`src/hw/bdc_cfg.svh`:
```
// Function
// - Fine code from code register bits 11:0
// - Coarse code from code register bits 17:12
// - Fast clock: code applies after ten cycles
// - Slow clock: code applies after one cycle
// - Waveform generator may supply the DAC codes
// - Switches from mode bit or switch register
// - Normal mode closes switches two and three
// - Diagnostic mode closes switches zero and four
// - Override bit five enables per-switch bits
// - Config bit six selects code source
`ifndef BDC_CFG_SVH
`define BDC_CFG_SVH

// ----------------------------------------------------------------
// Register map
// ----------------------------------------------------------------
`define BDC_OFS_CODE      16'h2120
`define BDC_OFS_SWCTL     16'h2124
`define BDC_OFS_CONFIG    16'h2128
`define BDC_OFS_CLKSEL    16'h212c
`define BDC_OFS_STATUS    16'h2130

// ----------------------------------------------------------------
// Reset values
// ----------------------------------------------------------------
`define BDC_RST_CODE      18'h00000
`define BDC_RST_SWCTL     6'h00
`define BDC_RST_CONFIG    7'h02
`define BDC_RST_CLKSEL    1'h0

// ----------------------------------------------------------------
// Field positions
// ----------------------------------------------------------------
`define BDC_FINE_HI       11
`define BDC_FINE_LO       0
`define BDC_COARSE_HI     17
`define BDC_COARSE_LO     12
`define BDC_CFG_SRC       6
`define BDC_CFG_DIAG      5
`define BDC_CFG_VZMUX     4
`define BDC_CFG_VBMUX     3
`define BDC_CFG_REFSEL    2
`define BDC_CFG_PWDN      1
`define BDC_SW_OVR        5
`define BDC_STAT_BUSY     18

// ----------------------------------------------------------------
// Update latency and switch patterns
// ----------------------------------------------------------------
`define BDC_LAT_FAST      4'ha
`define BDC_LAT_SLOW      4'h1
`define BDC_SW_NORMAL     5'h0c
`define BDC_SW_DIAG       5'h11
`define BDC_SW_OPEN       5'h00

`endif

```
`src/hw/bdc_pkg.sv`:
```
`include "bdc_cfg.svh"

package bdc_pkg;

   typedef enum logic {
      BDC_IDLE,
      BDC_WAIT
   } bdc_upd_state_t;

   typedef struct packed {
      bdc_upd_state_t state;
      logic [3:0]     cnt;
      logic [17:0]    code;
   } bdc_upd_t;

   typedef struct packed {
      logic [17:0] code_reg;
      logic [5:0]  swctl_reg;
      logic [6:0]  config_reg;
      logic        clksel_reg;
      logic [11:0] fine;
      logic [5:0]  coarse;
      logic [4:0]  sw;
      logic        pwdn;
      logic        refsel;
      logic        vzmux;
      logic        vbmux;
      logic        busy;
      logic [31:0] prdata;
      logic        pready;
      logic        pslverr;
   } bdc_top_t;

endpackage

```
`src/hw/bdc_update_delay.sv`:
```
`timescale 1ns/10ps
`include "bdc_cfg.svh"

module bdc_update_delay
   import bdc_pkg::*;
(
   // Clock and reset
   input  wire logic        mclk_in,
   input  wire logic        reset_n_in,
   // Load request
   input  wire logic        load_in,
   input  wire logic        slow_in,
   input  wire logic [17:0] code_in,
   // Apply side
   output logic             apply_out,
   output logic [17:0]      code_out,
   output logic             busy_out
);

   bdc_upd_t s_q;
   bdc_upd_t s_d;

   always_comb begin
      s_d = s_q;
      apply_out = 1'b0;
      unique case (s_q.state)
         BDC_IDLE: begin
         end
         BDC_WAIT: begin
            s_d.cnt = s_q.cnt - 4'h1;
            if (s_q.cnt == `BDC_LAT_SLOW) begin
               apply_out = 1'b1;
               s_d.state = BDC_IDLE;
            end
         end
      endcase
      // Latest load restarts the wait with both fields
      if (load_in) begin
         s_d.state = BDC_WAIT;
         s_d.code  = code_in;
         s_d.cnt   = slow_in ? `BDC_LAT_SLOW : `BDC_LAT_FAST;
      end
   end

   always_ff @(posedge mclk_in or negedge reset_n_in) begin
      if (!reset_n_in) begin
         s_q <= '{state: BDC_IDLE, cnt: 4'h0, code: `BDC_RST_CODE};
      end else begin
         s_q <= s_d;
      end
   end

   assign code_out = s_q.code;
   assign busy_out = (s_q.state == BDC_WAIT);

endmodule

```
`src/hw/bdc_switch_decode.sv`:
```
`timescale 1ns/10ps
`include "bdc_cfg.svh"

module bdc_switch_decode
   import bdc_pkg::*;
(
   // Control fields
   input  wire logic       pwdn_in,
   input  wire logic       diag_switch_mode_in,
   input  wire logic [5:0] swctl_in,
   // Switch closures, one per switch
   output logic [4:0]      switch_out
);

   logic [4:0] mode_pat;

   assign mode_pat = diag_switch_mode_in ? `BDC_SW_DIAG : `BDC_SW_NORMAL;

   genvar i;
   generate
      for (i = 0; i < 5; i++) begin : g_sw
         // Power-down opens every switch
         assign switch_out[i] = !pwdn_in &&
                                (swctl_in[`BDC_SW_OVR] ? swctl_in[i]
                                                       : mode_pat[i]);
      end
   endgenerate

endmodule

```
`src/hw/bdc_top.sv`:
```
`timescale 1ns/10ps
`include "bdc_cfg.svh"

module bdc_top
   import bdc_pkg::*;
#(
   parameter int ADDR_W = 16
)
(
   // Clock and reset
   input  wire logic              mclk_in,
   input  wire logic              reset_n_in,
   // APB slave
   input  wire logic              psel_in,
   input  wire logic              penable_in,
   input  wire logic              pwrite_in,
   input  wire logic [ADDR_W-1:0] paddr_in,
   input  wire logic [31:0]       pwdata_in,
   output logic [31:0]            prdata_out,
   output logic                   pready_out,
   output logic                   pslverr_out,
   // Waveform generator code source
   input  wire logic [17:0]       wavegen_code_in,
   input  wire logic              wavegen_valid_in,
   // DAC codes
   output logic [11:0]            fine_bias_output,
   output logic [5:0]             coarse_zero_output,
   // Output switches
   output logic [4:0]             output_switch_out,
   // DAC analog controls and update busy
   output logic                   dac_power_down_out,
   output logic                   ref_select_out,
   output logic                   vzero_mux_out,
   output logic                   vbias_mux_out,
   output logic                   update_busy_out
);

   // ----------------------------------------------------------------
   // State
   // ----------------------------------------------------------------
   bdc_top_t s_q;
   bdc_top_t s_d;

   // ----------------------------------------------------------------
   // Bus decode
   // ----------------------------------------------------------------
   logic        access;
   logic        commit;
   logic        wr_commit;
   logic        hit_code;
   logic        hit_swctl;
   logic        hit_config;
   logic        hit_clksel;
   logic        hit_status;
   logic        mapped;

   assign access     = psel_in && penable_in && !s_q.pready;
   assign commit     = psel_in && penable_in && s_q.pready;
   assign wr_commit  = commit && pwrite_in && !s_q.pslverr;
   assign hit_code   = (paddr_in == ADDR_W'(`BDC_OFS_CODE));
   assign hit_swctl  = (paddr_in == ADDR_W'(`BDC_OFS_SWCTL));
   assign hit_config = (paddr_in == ADDR_W'(`BDC_OFS_CONFIG));
   assign hit_clksel = (paddr_in == ADDR_W'(`BDC_OFS_CLKSEL));
   assign hit_status = (paddr_in == ADDR_W'(`BDC_OFS_STATUS));
   assign mapped     = hit_code || hit_swctl || hit_config || hit_clksel || hit_status;

   // ----------------------------------------------------------------
   // Code source selection
   // ----------------------------------------------------------------
   logic        src_wavegen;
   logic        load;
   logic [17:0] load_code;
   logic        apply;
   logic [17:0] applied_code;
   logic        busy;

   assign src_wavegen = s_q.config_reg[`BDC_CFG_SRC];

   // Register write or generator sample starts an update
   always_comb begin
      load      = 1'b0;
      load_code = s_q.code_reg;
      if (src_wavegen) begin
         load      = wavegen_valid_in;
         load_code = wavegen_code_in;
      end else if (wr_commit && hit_code) begin
         load      = 1'b1;
         load_code = pwdata_in[17:0];
      end
   end

   // ----------------------------------------------------------------
   // Update latency
   // ----------------------------------------------------------------
   bdc_update_delay u_delay (
      .mclk_in    (mclk_in),
      .reset_n_in (reset_n_in),
      .load_in    (load),
      .slow_in    (s_q.clksel_reg),
      .code_in    (load_code),
      .apply_out  (apply),
      .code_out   (applied_code),
      .busy_out   (busy)
   );

   // ----------------------------------------------------------------
   // Switch network
   // ----------------------------------------------------------------
   logic [4:0] sw_next;
   logic [6:0] cfg_next;
   logic [5:0] swctl_next;

   assign cfg_next   = (wr_commit && hit_config) ? pwdata_in[6:0] : s_q.config_reg;
   assign swctl_next = (wr_commit && hit_swctl) ? pwdata_in[5:0] : s_q.swctl_reg;

   bdc_switch_decode u_switch (
      .pwdn_in             (cfg_next[`BDC_CFG_PWDN]),
      .diag_switch_mode_in (cfg_next[`BDC_CFG_DIAG]),
      .swctl_in            (swctl_next),
      .switch_out          (sw_next)
   );

   // ----------------------------------------------------------------
   // Read data
   // ----------------------------------------------------------------
   logic [31:0] rd_data;

   always_comb begin
      rd_data = 32'h0000_0000;
      if (hit_code) begin
         rd_data[17:0] = s_q.code_reg;
      end else if (hit_swctl) begin
         rd_data[5:0] = s_q.swctl_reg;
      end else if (hit_config) begin
         rd_data[6:0] = s_q.config_reg;
      end else if (hit_clksel) begin
         rd_data[0] = s_q.clksel_reg;
      end else if (hit_status) begin
         rd_data[17:0]             = {s_q.coarse, s_q.fine};
         rd_data[`BDC_STAT_BUSY]   = busy;
      end
   end

   // ----------------------------------------------------------------
   // Next state
   // ----------------------------------------------------------------
   always_comb begin
      s_d = s_q;

      // One wait state, then pready for exactly one cycle
      s_d.pready  = access;
      s_d.pslverr = access && !mapped;
      if (access) begin
         s_d.prdata = pwrite_in ? 32'h0000_0000 : rd_data;
      end

      // Register writes take effect at the completing edge
      if (wr_commit && hit_code) begin
         s_d.code_reg = pwdata_in[17:0];
      end
      s_d.swctl_reg  = swctl_next;
      s_d.config_reg = cfg_next;
      if (wr_commit && hit_clksel) begin
         s_d.clksel_reg = pwdata_in[0];
      end

      // Both fields move together when the wait expires
      if (apply) begin
         s_d.fine   = applied_code[`BDC_FINE_HI:`BDC_FINE_LO];
         s_d.coarse = applied_code[`BDC_COARSE_HI:`BDC_COARSE_LO];
      end

      s_d.sw     = sw_next;
      s_d.pwdn   = cfg_next[`BDC_CFG_PWDN];
      s_d.refsel = cfg_next[`BDC_CFG_REFSEL];
      s_d.vzmux  = cfg_next[`BDC_CFG_VZMUX];
      s_d.vbmux  = cfg_next[`BDC_CFG_VBMUX];
      s_d.busy   = load || (busy && !apply);
   end

   // ----------------------------------------------------------------
   // Registers
   // ----------------------------------------------------------------
   always_ff @(posedge mclk_in or negedge reset_n_in) begin
      if (!reset_n_in) begin
         s_q.code_reg   <= `BDC_RST_CODE;
         s_q.swctl_reg  <= `BDC_RST_SWCTL;
         s_q.config_reg <= `BDC_RST_CONFIG;
         s_q.clksel_reg <= `BDC_RST_CLKSEL;
         s_q.fine       <= 12'h000;
         s_q.coarse     <= 6'h00;
         s_q.sw         <= `BDC_SW_OPEN;
         s_q.pwdn       <= 1'b1;
         s_q.refsel     <= 1'b0;
         s_q.vzmux      <= 1'b0;
         s_q.vbmux      <= 1'b0;
         s_q.busy       <= 1'b0;
         s_q.prdata     <= 32'h0000_0000;
         s_q.pready     <= 1'b0;
         s_q.pslverr    <= 1'b0;
      end else begin
         s_q <= s_d;
      end
   end

   // ----------------------------------------------------------------
   // Outputs
   // ----------------------------------------------------------------
   assign prdata_out         = s_q.prdata;
   assign pready_out         = s_q.pready;
   assign pslverr_out        = s_q.pslverr;
   assign fine_bias_output   = s_q.fine;
   assign coarse_zero_output = s_q.coarse;
   assign output_switch_out  = s_q.sw;
   assign dac_power_down_out = s_q.pwdn;
   assign ref_select_out     = s_q.refsel;
   assign vzero_mux_out      = s_q.vzmux;
   assign vbias_mux_out      = s_q.vbmux;
   assign update_busy_out    = s_q.busy;

endmodule

```
`config.mk`:
```
export PLATFORM = sky130hd
export DESIGN_NAME = bdc_top
export DESIGN_NICKNAME = d
export VERILOG_FILES = /design/src/hw/bdc_pkg.sv /design/src/hw/bdc_update_delay.sv /design/src/hw/bdc_switch_decode.sv /design/src/hw/bdc_top.sv
export VERILOG_INCLUDE_DIRS = /design/src /design/src/hw
export SDC_FILE = /design/constraint.sdc
export NUM_CORES = 1
export LEC_CHECK = 0
export ABC_CLOCK_PERIOD_IN_PS = 2500
export BUFFER_PORTS_ARGS = -buffer_cell sky130_fd_sc_hd__buf_2
export CAP_MARGIN = 20
export CORE_ASPECT_RATIO = 0.9
export CORE_MARGIN = 4
export CORE_UTILIZATION = 30
export CTS_BUF_LIST = sky130_fd_sc_hd__clkbuf_2
export CTS_CLUSTER_SIZE = 12
export DETAILED_ROUTE_END_ITERATION = 10
export SLEW_MARGIN = 40
export SYNTH_ARGS = -nofsm -noshare
export SYNTH_HDL_FRONTEND = slang
export SYNTH_SLANG_ARGS = --single-unit
```
`constraint.sdc`:
```
create_clock -name mclk_in -period 2.5 [get_ports mclk_in]
set_input_delay 0.625 -clock mclk_in [delete_from_list [all_inputs] [get_ports mclk_in]]
set_output_delay 0.625 -clock mclk_in [all_outputs]
set_load 0.01 [all_outputs]
```
==> results of run 1 <==
[worst register-to-register path: stages, from the launching register on]
cell,delay (ps)
sky130_fd_sc_hd__dfrtp_1,450
sky130_fd_sc_hd__nand4_1,200
sky130_fd_sc_hd__and4bb_2,410
sky130_fd_sc_hd__and3_2,260
sky130_fd_sc_hd__buf_12,200
sky130_fd_sc_hd__mux2_2,280
sky130_fd_sc_hd__mux2i_1,210
[worst min path at each step]
stage / from / depth (start not counted) / slack, ps / to
after detailed placement: prdata_out[7] / 2 / 470 / prdata_out[7]
after CTS: pwdata_in[14] / 2 / 220 / s_q[90]
after global routing: pwdata_in[14] / 2 / 200 / s_q[90]
after global placement: prdata_out[8] / 2 / 460 / prdata_out[8]
final: pwdata_in[13] / 2 / 290 / s_q[89]
after floorplan: reset_n_in / 0 / 330 / coarse_zero_output[0]
[metal layers]
metal  part of all wire, %  vias up
met5                  0.10        -
met4                   2.0        2
li1                      -     1658
met1                    46     1763
met2                    47       64
met3                   4.1       17
[state kept, by name, indices dropped and copies added (netlist names)]
signal / cells
u_delay.code_out: 18
output_switch_out: 5
update_busy_out: 1
prdata_out: 19
pslverr_out: 1
fine_bias_output: 12
pready_out: 1
u_delay.s_q: 4
s_q: 32
coarse_zero_output: 6
[layout by cell type (no fill, tap or decap), types with 2 or more instances in the layout]
cell type and instances:
sky130_fd_sc_hd__a211oi_1 18, sky130_fd_sc_hd__a21oi_1 27, sky130_fd_sc_hd__a22oi_1 11, sky130_fd_sc_hd__and2_1 2, sky130_fd_sc_hd__and3_1 4, sky130_fd_sc_hd__buf_12 4, sky130_fd_sc_hd__buf_2 105, sky130_fd_sc_hd__buf_4 16
sky130_fd_sc_hd__bufinv_16 2, sky130_fd_sc_hd__clkbuf_2 10, sky130_fd_sc_hd__clkinv_2 2, sky130_fd_sc_hd__conb_1 13, sky130_fd_sc_hd__dfrtp_1 98, sky130_fd_sc_hd__diode_2 2, sky130_fd_sc_hd__ha_1 2, sky130_fd_sc_hd__inv_1 6
sky130_fd_sc_hd__mux2_2 47, sky130_fd_sc_hd__mux2i_1 22, sky130_fd_sc_hd__nand2_1 35, sky130_fd_sc_hd__nand4_1 2, sky130_fd_sc_hd__nand4b_2 2, sky130_fd_sc_hd__nor2_1 18, sky130_fd_sc_hd__nor2b_1 18, sky130_fd_sc_hd__nor3_1 3
sky130_fd_sc_hd__nor4b_2 2, sky130_fd_sc_hd__o2111ai_1 5, sky130_fd_sc_hd__o21ai_0 24, sky130_fd_sc_hd__xor2_1 3
[final cells by class]
class	instances	area [sq um]	area share (%)
clock inverters	6	87.6	1.55
multi-input cells	279	2000	35.5
diodes	2	5.00	0.0887
clock buffers	10	50.0	0.887
flip-flops and latches	99	2480	43.9
inverters	6	22.5	0.399
repair buffers	126	736	13.0
well taps	207	259	4.59
[timing repair]
action	CTS	global route
endpoints found under the hold margin	28	0
hold buffers	1	0
endpoints found under the setup margin	0	0
[stage by stage]
step | util [%] | hold WS [ps] | cells | power (W)
2_1_floorplan | - | 329 | 464 | 0.00171
3_3_place_gp | 33.8 | 464 | 716 | 0.00181
3_5_place_dp | 33.8 | 469 | 716 | 0.00181
4_1_cts | 34.7 | 220 | 733 | 0.00271
5_1_grt | 34.7 | 203 | 734 | 0.00280
6_report | 34.7 | 288 | 735 | 0.00267
[power by group]
group	leakage (nW)	total [W]	internal [W]	switching (W)
logic	1.54	0.000172	0.0000637	0.000109
registers	1.36	0.00161	0.00161	0.00000188
clock network	0.0863	0.000884	0.000338	0.000546
[cells by family after synthesis]
kind of cell    share of synthesized area [%]
other cells                            0.0751
fa+ha+maj                               0.501
compound gates                           11.3
mux                                      15.5
flops                                    49.6
buf+inv                                  11.1
xor+xnor                                0.526
simple gates                             11.3
==> results.md, run 1 <==
| Result | Reported |
| --- | --- |
| Later-pin clock latency in the skew report | 570 ps |
| Number of buffers and inverters on the critical path | 1 |
| Ratio of cells with drive above 1 in the final layout | 38.2% |
| First drt pass iteration count | 4 |
| Final critical-path required period | 2040 ps |
| Global-route track usage on met2 | 20.4% |
| Net count of the finished layout | 595 |
| Most used standard cells in the synthesized netlist | sky130_fd_sc_hd__dfrtp_1 (98), sky130_fd_sc_hd__buf_4 (55), sky130_fd_sc_hd__mux2_2 (47) |
| Setup TNS after final layout | 0 ps |
| Worst setup path endpoint | u_delay.s_q[19] |
| Number of setup buffers added after CTS | 0 |
| Pre-CTS setup slack | 56.2 ps |
| Die span in x | 144 microns |
| Maximum number of buffers from clock root to sink | 2 |
| Vias | 3,504 |
| RSZ-0062 raised after global routing | no |
| Crit Path Category | flip-flop to flip-flop |
| Run status | finished, final reports clean |
| GRT Total Usage | 13.6% |
| PwrDens | 472 mW/mm^2 |
| Wire length of the first global-routing pass | 19,600 microns |
| 1st-iter DRT viols | 164 |
| RD Place Congestion | 0.889 |
| DIE HEIGHT | 130 microns |
| Number of distinct library cells after synthesis | 48 |
| Pin count of the biggest net entering global routing | 46 |
| Core footprint | 0.0162 sq mm |
| Placed standard-cell area | 0.00549 sq mm |
| Cell area after synthesis | 0.00499 sq mm |
| Highest achievable clock rate | 0.490 GHz |
| Number of stages on the worst setup path | 6 |
| FF-to-FF path depth | 6 |
| Grt met1 use | 19.3% |
| Type of destination of the critical path | flip-flop |
| Max stage delay cell, worst path | sky130_fd_sc_hd__dfrtp_1 |
| Post-Route WL | 12,500 microns |
| Critical path arrival | 2570 ps |
| Worst stage delay on the critical path | 450 ps |
| Final non-filler cell area | 0.00564 sq mm |
| R2r startpoint | pready_out |
| Post-route clock period utilization | 81.7% |
| Post-CTS Resized | 0 |
| Port buffer count | 106 |
| Number of synthesized flops with an enable pin | 0 |
| Type of the worst min-delay path | input port to flip-flop |
| Clock transition at the register clock pins on the worst setup and hold paths after CTS | 280 ps |
| Terminus of the critical flop-to-flop path | u_delay.s_q[19] |
| Antenna-violating nets left | 0 |
| Final Max Slew Viols | 0 |
| Sequential area share after synthesis | 49.6% |
| Area growth from synthesis to layout | 13.0% |
| Worst setup path start | pready_out |
| Worst endpoint required time | 3030 ps |
| Starting density of the core | 30.7% |
| I/O Pins | 134 |
| Share of async-settable or async-resettable flops after synthesis | 100% |
| Number of buffers added by the clock tree synthesis step | 9 |
| Cell accounting for the most synthesized area | sky130_fd_sc_hd__dfrtp_1 |
| Highest fanout seen on the critical path | 33 |
| Detail-routed net length per standard cell | 16.9 microns |
| Number of max-capacitance violations reported | 0 |
| Yosys top cell area share | 49.1% |
| Final setup viols | 0 |
| Number of antenna violations at the first check in global routing | 2 |
| Number of H-tree levels | 3 |
| CTS tree | built |
| Cells after Synth | 452 |
| Die area | 0.0188 sq mm |
| Avg Vias per Cell | 4.77 |
| Num rows | 44 |
| Critical-path cell list | nand4_1, and4bb_2, and3_2, buf_12, mux2_2, mux2i_1 |
| Leakage power figure | 2.99 nW |
| Ys flop type | sky130_fd_sc_hd__dfrtp_1 |
| Main area contributors after synthesis | sky130_fd_sc_hd__dfrtp_1 (49%), sky130_fd_sc_hd__mux2_2 (11%), sky130_fd_sc_hd__buf_4 (8.3%) |
| Final Hold Violating Endpoints | 0 |
| Transition at the pin with the smallest max-transition slack | 501 ps |
| Cell family with the largest share of critical-path delay | simple AND/OR/NAND/NOR gates |
| Post-synthesis area per instance | 11.0 sq um |
| Library cell with the highest instance count after synthesis | sky130_fd_sc_hd__dfrtp_1 |
| Final routed DRC violation total | 0 |
| Routing usage on met3 | 2.11% |
| Worst max-slew margin expressed relative to the limit | 66.6% |
| Number of storage elements in the synthesis netlist | 99 |
| Warnings, synthesis | 0 |
| Detailed Place HPWL | 9310 microns |
| Clock tree root driver cell | sky130_fd_sc_hd__clkbuf_2 |
| Final worst slack | 457 ps |
| FF-to-FF setup slack | 460 ps |
| Layer with the highest usage after global routing | met2 |
| Count of clock tree sinks | 99 |
| Worst vdd rail ir drop | 207 uV |
| Grt ovf | 0 |
| Count of filler cells inserted in the layout | 1,629 |
| Final clock skew | 35.2 ps |
| Vias in the first global route | 3,576 |
| Category of the worst setup path launch point | flip-flop |
Power figures use the tool's default switching activity.
==> run 2, diff against run 1 <==
--- a/config.mk
+++ b/config.mk
@@ -6,7 +6,7 @@
 export SDC_FILE = /design/constraint.sdc
 export NUM_CORES = 1
 export LEC_CHECK = 0
-export ABC_CLOCK_PERIOD_IN_PS = 2500
+export ABC_CLOCK_PERIOD_IN_PS = 1700
 export BUFFER_PORTS_ARGS = -buffer_cell sky130_fd_sc_hd__buf_2
 export CAP_MARGIN = 20
 export CORE_ASPECT_RATIO = 0.9
==> constraint.sdc (replaced) <==
create_clock -name mclk_in -period 1.7 [get_ports mclk_in]
set_input_delay 0.425 -clock mclk_in [delete_from_list [all_inputs] [get_ports mclk_in]]
set_output_delay 0.425 -clock mclk_in [all_outputs]
set_load 0.01 [all_outputs]
==> results.md, run 2 (synthesis gave the netlist of run 1 again) <==
| Result | Reported |
| --- | --- |
| 1st-iter DRT viols | 161 |
| Core footprint | 0.0162 sq mm |
| Worst endpoint required time | 2210 ps |
| Pin count of the biggest net entering global routing | 46 |
| I/O Pins | 134 |
| Number of H-tree levels | 3 |
| Post-Route WL | 13,600 microns |
| Placed standard-cell area | 0.00569 sq mm |
| Post-placement cell count | 732 |
| Max FFs per register | 32 |
| Net count of the finished layout | 639 |
| Type of the worst min-delay path | input port to flip-flop |
| Final Hold Violating Endpoints | 0 |
| Run status | finished, violations left |
| GRT Total Usage | 14.5% |
| Critical path arrival | 2440 ps |
| FF-to-FF path depth | 6 |
| Final Max Slew Viols | 0 |
| Later-pin clock latency in the skew report | 570 ps |
| Clock tree root driver cell | sky130_fd_sc_hd__clkbuf_2 |
| PwrDens | 596 mW/mm^2 |
| Ratio of cells with drive above 1 in the final layout | 49.0% |
| Number of max-capacitance violations reported | 0 |
| Highest fanout seen on the critical path | 3 |
| Num rows | 44 |
| Switching component of the power | 0.000984 W |
| Final critical-path required period | 1930 ps |
| Vias | 3,707 |
| CTS tree | built |
| Total power after layout | 0.00382 W |
| Antenna-violating nets left | 0 |
| First drt pass iteration count | 5 |
| Most frequent cells in the layout | sky130_fd_sc_hd__buf_2 (101), sky130_fd_sc_hd__dfrtp_1 (96), sky130_fd_sc_hd__buf_4 (40), sky130_fd_sc_hd__nand2_1 (35), sky130_fd_sc_hd__mux2_2 (33) |
| Avg Vias per Cell | 4.77 |
| Starting density of the core | 30.7% |
| Pre-CTS setup slack | -460 ps |
| Most common cell after layout, fill and taps aside | sky130_fd_sc_hd__buf_2 |
| Pint | 0.00283 W |
| Highest achievable clock rate | 0.518 GHz |
| Wire length of the first global-routing pass | 21,100 microns |
| Die area | 0.0188 sq mm |
| Failing checks | setup timing |
| Post-route clock period utilization | 114% |
| Final routed DRC violation total | 0 |
| Type of destination of the critical path | flip-flop |
| DIE HEIGHT | 130 microns |
| Final clock skew | 34.4 ps |
| Number of antenna violations at the first check in global routing | 1 |
| RSZ-0062 raised after global routing | yes |
| Grt ovf | 0 |
| Worst vdd rail ir drop | 259 uV |
| Maximum number of buffers from clock root to sink | 2 |
| Detail-routed net length per standard cell | 17.5 microns |
| Category of the worst setup path launch point | flip-flop |
| Combinational cell fraction of total power | 7.9% |
| Vias in the first global route | 3,798 |
| Leakage power figure | 3.28 nW |
| RD Place Congestion | 0.885 |
| Switching power as a share of total power | 25.8% |
| Port buffer count | 106 |
| Final setup viols | 48 |
| Cell depth of the worst hold path | 2 |
| Multi-input gate area | 0.00227 sq mm |
| Final non-filler cell area | 0.00641 sq mm |
| Sequential share of power | 62.0% |
| Die span in x | 144 microns |
| Count of clock tree sinks | 99 |
| Number of buffers added by the clock tree synthesis step | 9 |
| Combined flip-flop and latch cell area | 0.00248 sq mm |
| Detailed Place HPWL | 9660 microns |
| Number of standard cells in the final layout excluding fillers | 777 |
| Clk pwr share | 30.1% |
| Final worst slack | -232 ps |
| Crit Path Category | flip-flop to flip-flop |
| Count of filler cells inserted in the layout | 1,552 |
| Clock transition at the register clock pins on the worst setup and hold paths after CTS | 290 ps |
| Register bank with the most flops | s_q |
| Setup TNS after final layout | -7710 ps |
| Area growth from synthesis to layout | 28.3% |
## run 2: path summary, 6_finish.rpt
check	from	endpoint	slack (ps)
setup / recovery	pready_out	output_switch_out[3]	-230
hold / removal	pwdata_in[14]	s_q[90]	90
setup reg to reg	pready_out	output_switch_out[3]	-230
hold reg to reg	prdata_out[8]	prdata_out[8]	520
max in group asynchronous	reset_n_in	s_q[64]	940
min in group asynchronous	reset_n_in	u_delay.code_out[3]	210
## run 2: power by group through the flow
stage	clock network [W]	registers (W)	logic, W
after floorplan	0	0.00241	0.000107
after global placement	0	0.00240	0.000280
after detailed placement	0	0.00240	0.000286
after CTS	0.00120	0.00237	0.000304
after global routing	0.00129	0.00237	0.000333
final	0.00115	0.00237	0.000301
## run 2: timing repair
item / CTS / global route
setup buffers: 15 / 14
endpoints found under the hold margin: 98 / 0
resized for setup: 46 / 35
setup endpoints to repair: 64 / 74
hold buffers: 1 / 0
pin swaps: 19 / 8
gates cloned: 3 / 1
## run 2: final cells by class
type	instances	share of cell area [%]
Antenna cell	1	0.0391
Clock buffer	10	0.781
Clock inverter	5	0.976
Inverter	6	0.351
Multi-Input combinational cell	279	35.4
Sequential cell	99	38.7
Tap cell	207	4.04
Timing Repair Buffer	170	19.7
## run 2: layer usage
| metal | GRT usage [%] | vias to the layer above | share of wire [%] |
|---|---|---|---|
| met5 | 0 | - | 0 |
| met4 | 4.04 | 0 | 1.3 |
| met3 | 2.95 | 14 | 5.1 |
| met2 | 23.5 | 94 | 49 |
| met1 | 20.0 | 1847 | 45 |
| li1 | - | 1752 | - |
## run 2: worst max-delay path, stage by stage (launching register included)
cell and delay [ps]:
sky130_fd_sc_hd__dfrtp_1 410, sky130_fd_sc_hd__nand4_1 170, sky130_fd_sc_hd__and4bb_4 440, sky130_fd_sc_hd__nand4b_4 150
sky130_fd_sc_hd__mux2_2 340, sky130_fd_sc_hd__or2_4 270, sky130_fd_sc_hd__a21oi_2 120
## run 2: metrics by stage
| step | util (%) | hold slack (ps) |
|---|---|---|
| 2_1_floorplan | - | 129 |
| 3_3_place_gp | 35.0 | 309 |
| 3_5_place_dp | 35.0 | 310 |
| 4_1_cts | 38.0 | 39.6 |
| 5_1_grt | 39.5 | 28.9 |
| 6_report | 39.5 | 91.2 |
